### config.mk
export PLATFORM = sky130hd
export DESIGN_NAME = eicp_port
export DESIGN_NICKNAME = d
export VERILOG_FILES = /design/src/design/eicp_pkg.sv /design/src/design/eicp_port.sv
export SDC_FILE = /design/constraint.sdc
export NUM_CORES = 1
export LEC_CHECK = 0
export BUFFER_PORTS_ARGS = -buffer_cell sky130_fd_sc_hd__buf_2
export CELL_PAD_IN_SITES_DETAIL_PLACEMENT = 2
export CELL_PAD_IN_SITES_GLOBAL_PLACEMENT = 2
export CORE_MARGIN = 4
export CORE_UTILIZATION = 33
export DETAILED_ROUTE_END_ITERATION = 8
export MAX_ROUTING_LAYER = met4
export PLACE_DENSITY = 0.85
export REMOVE_ABC_BUFFERS = 1
export SETUP_SLACK_MARGIN = 0.3
export SLEW_MARGIN = 20
export SYNTH_ARGS = -nofsm -noshare
export SYNTH_HDL_FRONTEND = slang
export SYNTH_SLANG_ARGS = --single-unit
### constraint.sdc
create_clock -name clk_sys -period 4.56 [get_ports clk_sys]
set_clock_uncertainty 0.2 [all_clocks]
set_input_delay 0.684 -clock clk_sys [delete_from_list [all_inputs] [get_ports clk_sys]]
set_output_delay 0.684 -clock clk_sys [all_outputs]
set_load 0.03 [all_outputs]
### src/design/eicp_pkg.sv
// Package with the command encodings, field positions and timing of the command port.
package eicp_pkg;

   // Command word layout: operation code on top, frame address below it.
   localparam int CMD_W = 40;
   localparam int OP_W = 4;
   localparam int OP_LSB = 36;
   localparam int ADDR_W = 36;

   // Operation codes carried in the top nibble of the command word.
   localparam logic [3:0] OP_GO_IDLE = 4'he;
   localparam logic [3:0] OP_GO_OBSERVE = 4'ha;
   localparam logic [3:0] OP_SOFT_RESET = 4'hb;
   localparam logic [3:0] OP_INJECT_PHYS = 4'hc;
   localparam logic [3:0] OP_INJECT_LIN = 4'hd;

   // Length of the initialization sequence, in clock cycles.
   localparam logic [3:0] INIT_CYCLES = 4'h8;
   localparam logic [3:0] CNT_RESET = 4'h0;

   // Supported and masked address windows after reset.
   localparam logic [35:0] PHYS_ADDR_MAX = 36'h0_0fff_ffff;
   localparam logic [35:0] LIN_ADDR_MAX = 36'h0_000f_ffff;
   localparam logic [35:0] MASK_LO = 36'h0_0000_0000;
   localparam logic [35:0] MASK_HI = 36'h0_0000_0000;
   localparam logic MASK_EN = 1'h0;

   // Controller states.
   typedef enum logic [2:0] {
      ST_BOOT,
      ST_INIT,
      ST_OBSERVE,
      ST_IDLE,
      ST_INJECT
   } eicp_state_type;

endpackage

### src/design/eicp_port.sv
// Error injection command port with one command decoder per stacked die region.
`timescale 1ns/1ps
module eicp_port #(
   parameter int NUM_REGIONS = 1,
   parameter bit PORT_EN = 1'b1,
   parameter logic [35:0] PHYS_MAX = eicp_pkg::PHYS_ADDR_MAX,
   parameter logic [35:0] LIN_MAX = eicp_pkg::LIN_ADDR_MAX
) (
   // Clock and reset
   input wire logic clk_sys,
   input wire logic srst,
   // Command port
   input wire logic [eicp_pkg::CMD_W-1:0] cmd_word,
   input wire logic cmd_strobe,
   // Per region status
   output logic [NUM_REGIONS-1:0] status_initialization,
   output logic [NUM_REGIONS-1:0] status_observation,
   output logic [NUM_REGIONS-1:0] status_idle,
   output logic [NUM_REGIONS-1:0] status_injection,
   // Per region injection request
   output logic [NUM_REGIONS-1:0] inject_fire,
   output logic [NUM_REGIONS-1:0] inject_linear,
   output logic [NUM_REGIONS-1:0] inject_dropped,
   output logic [NUM_REGIONS*eicp_pkg::ADDR_W-1:0] inject_addr
);

   typedef struct packed {
      eicp_pkg::eicp_state_type state;
      logic [eicp_pkg::CMD_W-1:0] cmd;
      logic pend;
      logic [3:0] cnt;
      logic [eicp_pkg::ADDR_W-1:0] addr;
      logic linear;
      logic fire;
      logic dropped;
   } eicp_regs_type;

   // With the port disabled the inputs are cut off here, so the decoders never see a command.
   logic strobe_in;
   logic [eicp_pkg::CMD_W-1:0] word_in;
   assign strobe_in = PORT_EN ? cmd_strobe : 1'b0;
   assign word_in = PORT_EN ? cmd_word : '0;

   genvar g;
   generate
      for (g = 0; g < NUM_REGIONS; g++) begin : g_region
         eicp_regs_type r_q;
         eicp_regs_type r_d;
         logic [3:0] op;
         logic [eicp_pkg::ADDR_W-1:0] adr;
         logic is_inject;
         logic in_range;
         logic masked;

         assign op = r_q.cmd[eicp_pkg::OP_LSB +: eicp_pkg::OP_W];
         assign adr = r_q.cmd[eicp_pkg::ADDR_W-1:0];
         assign is_inject = (op == eicp_pkg::OP_INJECT_PHYS) || (op == eicp_pkg::OP_INJECT_LIN);
         assign in_range = (op == eicp_pkg::OP_INJECT_LIN) ? (adr <= LIN_MAX) : (adr <= PHYS_MAX);
         assign masked = eicp_pkg::MASK_EN && (adr >= eicp_pkg::MASK_LO) &&
                         (adr <= eicp_pkg::MASK_HI);

         always_comb begin
            r_d = r_q;
            r_d.fire = 1'b0;
            r_d.dropped = 1'b0;
            // A new strobe overwrites the pending word; the sender is trusted to space commands.
            if (strobe_in) begin
               r_d.cmd = word_in;
               r_d.pend = 1'b1;
            end else if (r_q.pend && r_q.state != eicp_pkg::ST_BOOT &&
                         r_q.state != eicp_pkg::ST_INIT && r_q.state != eicp_pkg::ST_INJECT) begin
               r_d.pend = 1'b0;
            end
            unique case (r_q.state)
               eicp_pkg::ST_BOOT: begin
                  r_d.state = eicp_pkg::ST_INIT;
                  r_d.cnt = eicp_pkg::CNT_RESET;
               end
               eicp_pkg::ST_INIT: begin
                  r_d.cnt = r_q.cnt + 4'h1;
                  if (r_q.cnt == eicp_pkg::INIT_CYCLES - 4'h1) begin
                     r_d.state = eicp_pkg::ST_OBSERVE;
                  end
               end
               eicp_pkg::ST_OBSERVE: begin
                  // Only go-idle is honoured here; anything else is silently dropped.
                  if (r_q.pend && op == eicp_pkg::OP_GO_IDLE) begin
                     r_d.state = eicp_pkg::ST_IDLE;
                  end
               end
               eicp_pkg::ST_IDLE: begin
                  if (r_q.pend) begin
                     if (op == eicp_pkg::OP_GO_OBSERVE) begin
                        r_d.state = eicp_pkg::ST_OBSERVE;
                     end else if (op == eicp_pkg::OP_SOFT_RESET) begin
                        r_d.state = eicp_pkg::ST_BOOT;
                     end else if (is_inject) begin
                        if (in_range && !masked) begin
                           r_d.state = eicp_pkg::ST_INJECT;
                           r_d.addr = adr;
                           r_d.linear = (op == eicp_pkg::OP_INJECT_LIN);
                        end else begin
                           r_d.dropped = 1'b1;
                        end
                     end
                  end
               end
               eicp_pkg::ST_INJECT: begin
                  r_d.fire = 1'b1;
                  r_d.state = eicp_pkg::ST_IDLE;
               end
               default: begin
                  r_d.state = eicp_pkg::ST_BOOT;
               end
            endcase
         end

         always_ff @(posedge clk_sys) begin
            if (srst) begin
               r_q <= '{state: eicp_pkg::ST_BOOT, cmd: '0, pend: 1'b0, cnt: eicp_pkg::CNT_RESET,
                        addr: '0, linear: 1'b0, fire: 1'b0, dropped: 1'b0};
            end else begin
               r_q <= r_d;
            end
         end

         assign status_initialization[g] = (r_q.state == eicp_pkg::ST_INIT);
         assign status_observation[g] = (r_q.state == eicp_pkg::ST_OBSERVE);
         assign status_idle[g] = (r_q.state == eicp_pkg::ST_IDLE);
         assign status_injection[g] = (r_q.state == eicp_pkg::ST_INJECT);
         assign inject_fire[g] = r_q.fire;
         assign inject_linear[g] = r_q.linear;
         assign inject_dropped[g] = r_q.dropped;
         assign inject_addr[g*eicp_pkg::ADDR_W +: eicp_pkg::ADDR_W] = r_q.addr;

         AST_CAPTURE: assert property (@(posedge clk_sys) disable iff (srst)
            strobe_in |=> r_q.pend && r_q.cmd == $past(word_in))
            else $error("Strobed command word was not captured.");

         AST_PORT_OFF: assert property (@(posedge clk_sys) disable iff (srst)
            !PORT_EN |-> !r_q.pend)
            else $error("Disabled port delivered a command.");

         AST_OBS_IGNORE: assert property (@(posedge clk_sys) disable iff (srst)
            r_q.state == eicp_pkg::ST_OBSERVE && op != eicp_pkg::OP_GO_IDLE
            |=> r_q.state == eicp_pkg::ST_OBSERVE && !r_q.fire)
            else $error("Observation acted on a command other than go-idle.");

         AST_GO_IDLE: assert property (@(posedge clk_sys) disable iff (srst)
            r_q.pend && !strobe_in && op == eicp_pkg::OP_GO_IDLE &&
            (r_q.state == eicp_pkg::ST_OBSERVE || r_q.state == eicp_pkg::ST_IDLE)
            |=> r_q.state == eicp_pkg::ST_IDLE)
            else $error("Go-idle did not reach idle.");

         AST_REBOOT: assert property (@(posedge clk_sys) disable iff (srst)
            r_q.state == eicp_pkg::ST_IDLE && r_q.pend && op == eicp_pkg::OP_SOFT_RESET
            |=> r_q.state == eicp_pkg::ST_BOOT ##1 r_q.state == eicp_pkg::ST_INIT)
            else $error("Soft reset did not reboot.");

         AST_INIT_LEN: assert property (@(posedge clk_sys) disable iff (srst)
            $rose(r_q.state == eicp_pkg::ST_INIT)
            |-> (r_q.state == eicp_pkg::ST_INIT)[*8] ##1 r_q.state == eicp_pkg::ST_OBSERVE)
            else $error("Initialization length wrong.");

         AST_DROP: assert property (@(posedge clk_sys) disable iff (srst)
            r_q.state == eicp_pkg::ST_IDLE && r_q.pend && is_inject && (!in_range || masked)
            |=> r_q.dropped && r_q.state == eicp_pkg::ST_IDLE ##1 !r_q.fire)
            else $error("Bad injection was not discarded.");

         AST_FIRE: assert property (@(posedge clk_sys) disable iff (srst)
            r_q.state == eicp_pkg::ST_IDLE && r_q.pend && is_inject && in_range && !masked
            |=> r_q.state == eicp_pkg::ST_INJECT && r_q.addr == $past(adr)
            ##1 r_q.fire && r_q.state == eicp_pkg::ST_IDLE)
            else $error("Valid injection did not fire.");

         AST_FIRE_PULSE: assert property (@(posedge clk_sys) disable iff (srst)
            r_q.fire |=> !r_q.fire)
            else $error("Injection pulse lasted more than one cycle.");

         AST_FIRE_SRC: assert property (@(posedge clk_sys) disable iff (srst)
            r_q.fire |-> $past(r_q.state == eicp_pkg::ST_INJECT))
            else $error("Injection fired outside the inject state.");

         AST_DROP_KEEP: assert property (@(posedge clk_sys) disable iff (srst)
            r_q.dropped |-> r_q.addr == $past(r_q.addr) && r_q.linear == $past(r_q.linear))
            else $error("Discarded injection changed the target.");

         AST_INJECT_SRC: assert property (@(posedge clk_sys) disable iff (srst)
            r_q.state == eicp_pkg::ST_INJECT |-> $past(r_q.state) == eicp_pkg::ST_IDLE)
            else $error("Inject state entered from outside idle.");

         AST_BOOT_ENTRY: assert property (@(posedge clk_sys) disable iff (srst)
            r_q.state == eicp_pkg::ST_BOOT
            |=> r_q.state == eicp_pkg::ST_INIT && r_q.cnt == eicp_pkg::CNT_RESET)
            else $error("Boot did not restart initialization.");

         AST_IDLE_STAYS: assert property (@(posedge clk_sys) disable iff (srst)
            r_q.state == eicp_pkg::ST_IDLE && !r_q.pend |=> r_q.state == eicp_pkg::ST_IDLE)
            else $error("Idle was left without a command.");

         AST_OBS_STAYS: assert property (@(posedge clk_sys) disable iff (srst)
            r_q.state == eicp_pkg::ST_OBSERVE && !r_q.pend
            |=> r_q.state == eicp_pkg::ST_OBSERVE)
            else $error("Observation was left without a command.");

         if (g > 0) begin : g_same
            AST_SAME_CMD: assert property (@(posedge clk_sys) disable iff (srst)
               r_q.cmd == g_region[0].r_q.cmd && r_q.pend == g_region[0].r_q.pend)
               else $error("Regions saw different commands.");
         end
      end
   endgenerate

endmodule

* Word level (Yosys, flattened, before mapping) *
Cells that the tools add are included.

storage, ports and cells
  bits in registers = 87
  latch bits = 0
  memory bits (writable) = 0
  memory bits (read-only) = 0
  bits of input ports = 43
  output and inout port bits = 43
  word-level logic and storage cells = 59
  memories kept = 0

operators by class
  add/sub/neg operators = 1
  multiply operators = 0
  divide/modulo/power cells = 0
  $lt $le $gt $ge = 2
  eq/ne operators = 17
  shifts and indexed selects = 0
  mux-type cells = 14
  bitwise logic cells = 5
  reduce and logical (&&, ||, !) cells = 12

operators by type and width
  operator                                               number
  <= comparator 36 x 20 -> 1 bit, second input constant  1
  <= comparator 36 x 28 -> 1 bit, second input constant  1
  2-to-1 mux 3 bit                                       7
  == test 4 bit, second input constant                   5
  case mux 3 bit (5 select lines)                        1
  != test 4 x 1 -> 1 bit, second input constant          2
  case mux 4 bit (2 select lines)                        1
  == test 3 x 2 -> 1 bit, second input constant          2
  != test 2 x 1 -> 1 bit, second input constant          3
  AND reduction 6 bit                                    1
  OR reduction 6 bit                                     1
  2-to-1 mux 1 bit                                       5
  NOT 1 bit                                              5
  AND reduction 5 bit                                    1
  adder 4 x 1 -> 4 bit, second input constant            1
  == test 4 x 3 -> 1 bit, second input constant          1
  logical AND 1 bit                                      4
  nonzero test 2 bit                                     2
  == test 3 x 1 -> 1 bit, second input constant          1
  == test 3 bit, second input constant                   1
  zero test 3 bit                                        1
  != test 3 x 1 -> 1 bit, second input constant          1
  != test 3 bit, second input constant                   1
  nonzero test 3 bit                                     1
  logical OR 1 bit                                       1

* Depth between registers and ports, before layout *
  word-level depth = 8
  gate-level depth with buffers = 8

* Least setup slack after synthesis *
No wires, ideal clock.

  path kind = register to register
  from = reg g_region[0].r_q[84] (netlist bit)
  to = reg g_region[0].r_q (netlist bit inject_addr[5])
  setup time = 0.132 ns
  arrival = 1.918 ns
  path slack = 2.310 ns
  cell stages (with the launch flop) = 9
  path buffers = 3
  path through = dfxtp_1 clkbuf_1 and3b_1 o2111ai_1 or3_1 buf_2 buf_6 nand2_1 a21oi_1

on the way
  longest elaborated chain between the ends = 2

ends and longest elaborated chain
  element                               line              text
  start: declaration                    eicp_port.sv:47   eicp_regs_type r_q;
  start signal: assignment              eicp_port.sv:120  r_q <= '{state: eicp_pkg::ST_BOOT, cmd: '0, pend: 1'b0, cnt: eicp_pkg::CNT_RESET,
  start signal: assignment              eicp_port.sv:123  r_q <= r_d;
  == test 3 x 2 -> 1 bit                n/a
  named net status_idle                 eicp_port.sv:18   output logic [NUM_REGIONS-1:0] status_idle,
  AND reduction 6 bit (no source line)  n/a

The timed path passes the listed nets, and every way through them passes these cells.
A chain may end at the register's enable or synchronous reset.

* Worst setup path in the final report *
  from = reg g_region[0].r_q (netlist bit g_region[0].adr[24])
  to = reg g_region[0].r_q (netlist bit inject_addr[23])

on the way
  longest elaborated chain between the ends = 3
  elaborated cells on any way between the ends = 4

ends and longest elaborated chain
  element                                                                           line             text
  <= comparator 36 x 28 -> 1 bit or <= comparator 36 x 20 -> 1 bit (tied branches)  eicp_port.sv:58  assign in_range = (op == eicp_pkg::OP_INJECT_LIN) ? (adr <= LIN_MAX) : (adr <= PHYS_MAX);
  2-to-1 mux 1 bit (*)                                                              eicp_port.sv:58
  AND reduction 6 bit (no source line) (*)                                          n/a

Mark *: on every way between the ends. The rest lies on a longest branch, timed or not.

==> flow_summary.ini <==
[logic_synthesis]
synth-seq-area-share_pct = 50.9
syn_area_um2 = 3420
yosysWarnings = 0
ys_seq_elements = 87
synth_top_area_cell = dfxtp_1
yosysTopAreaCellShare_pct = 50.9
synth_cell_types = 34
avgSynthCellArea_um2 = 9.03
postSynthCellCount = 379
synth.area.top_cells = dfxtp_1, mux2i_1, buf_4

[place]
globalplace.congestion = 0.796
dp.cells = 542
placed_cell_area_um2 = 3670
hpwlAfterDp_mm = 6.32
portBuffers = 85

[sta]
tightest_slew_ps = 1030
setup_viol = 0
slew_violations = 0
min_period_ps = 2750
rsz0062_at_grt = false
slew_headroom_pct = 31.1
whs_ps = 257
finalCritPeriodShare_pct = 60.4
max_freq_ghz = 0.363
fin_setup_tns_ps = 0
hold_viol_final = 0

[clock_tree]
tritoncts = built
cts_root_buf = clkbuf_8
clk_pin_slew_ps = 90
ctsHoldBuffers = 0
h-tree-depth = 3
cts_made_buffers = 9
post_cts_resized = 0
post_cts_buffers = 0
clockBufferDepth = 2
clock_sinks = 87
insertion_delay_ps = 350

[drt]
drcViolationCount = 0
routed_wl_mm = 8.79
antenna_left = 0
via_per_inst = 4.75
first_pass_iters = 4
first_iter_violations = 60
vias = 2651
route.detailed.wl_per_inst_um = 15.7

[global_routing]
grt_max_degree = 55
grt_overflow = 0
grt_antenna_before_repair = 0
grt_pass1_wl_mm = 14.3
grt_pass1_vias = 2963
grtUsageTotal_pct = 15.6

[floorplan]
fp.dieW_um = 110
die_area_um2 = 12100
initial_core_util_pct = 34.4
design.core.area_um2 = 9950
pin_count = 86
rows = 36
die_height_um = 110

[power_and_ir_drop]
leakagePower_nw = 1.73
vdd_ir_drop_max_mv = 0.174
power.density_nw_per_um2 = 398

[layout]
syn2layout_area_growth_pct = 12.6
drive_gt1_share_pct = 25.2
fin_nets = 464
layout_commonest_cell = dfxtp_1
n_antenna_cell = 0
final_cell_mix = dfxtp_1, buf_2, nand2_1
fin_cells = 558
final_area_um2 = 3850

[critical_path]
crit_type = reg2reg
cp-end-kind = flip-flop
required_ps = 4630
critPathArrivalTime_ps = 2830
worst-path-max-fanout = 20
cp-start-kind = flip-flop
cp-startpoint = g_region[0].adr[24]$_SDFFE_PP0P_
r2r_start = g_region[0].adr[24]$_SDFFE_PP0P_

[hold_path]
min_path_type = reg2reg
hold_path_startpoint = inject_addr[28]$_SDFFE_PP0P_

[status]
status = completed

[run]
drv_cap = 0
[power breakdown]
group          internal [W]  switching (W)
Sequential         0.000793      0.0000347
Clock              0.000204       0.000292
Combinational     0.0000810       0.000127
[flip-flops by register name, summed over array words and instances (netlist names)]
name	flops
g_region.adr	36
g_region.op	4
g_region.r_q	8
inject_addr	36
inject_dropped	1
inject_fire	1
inject_linear	1
[metrics by stage]
stage | setup WS, ps | power [W] | utilization, %
floorplan | 1110 | 0.000962 | -
detailed placement | 1810 | 0.00106 | 36.9
CTS | 1760 | 0.00156 | 38.7
global placement | 1820 | 0.00104 | 36.9
finish | 1810 | 0.00153 | 38.7
global route | 1570 | 0.00162 | 38.7
[routing by layer]
metal | wire, um | share of wire [%] | GRT usage (%)
met3 | 326 | 3.7 | 3.52
met5 | 0 | 0 | -
met4 | 35 | 0.40 | 3.47
met2 | 4640 | 53 | 27.3
met1 | 3790 | 43 | 18.2
[kinds of logic after synthesis]
family / synth area share, %
adders and majority gates: 0.366
AOI/OAI and AO/OA: 8.08
buffers and inverters: 11.1
and+or+nand+nor: 17.5
muxes: 12.0
DFF: 50.9
[cell type report]
cell class | count | area (um2)
fill | 1145 | 6100
sequential | 87 | 1740
multi-input combinational | 230 | 1300
timing repair buffer | 88 | 448
tap | 133 | 166
clock buffer | 9 | 124
clock inverter | 7 | 53.8
inverter | 4 | 15.0
[critical path, cell delays in order, from the launching register on]
cell,delay (ps)
dfxtp_1,330
or4_1,570
o211a_1,300
nor3_2,640
buf_4,390
nand2_1,110
a21oi_1,140
[worst paths after layout]
kind / to / slack, ps / cells after the start
worst max-delay path: inject_addr[23]$_SDFFE_PP0P_ / 1810 / 6
worst min-delay path: inject_addr[28]$_SDFFE_PP0P_ / 260 / 1
worst max register to register: inject_addr[23]$_SDFFE_PP0P_ / 1810 / 6
worst min register to register: inject_addr[28]$_SDFFE_PP0P_ / 260 / 1
[cell usage after synthesis]
master     instances
or3b_2             1
o31ai_1            1
a31oi_1            2
mux2i_1           40
a221oi_1           1
and3b_1            2
and3_1             1
buf_6              1
nand2_1           63
dfxtp_1           87
nor3_1             4
ha_1               1
mux2_2             1
buf_4             36
nand4b_1           1
and2_1             8
clkbuf_1          15
nor3b_1            2
nor4_1             2
o2111ai_1          1
o211a_1            1
or4_1              2
o21a_1             1
nor2b_1            1
buf_1              2
a211oi_1           3
or3_1              1
o311ai_0           1
nor2_1            48
a21oi_1           34
buf_2              4
o21ai_0            4
nand3_1            3
inv_1              4
Power figures use the tool's default switching activity.
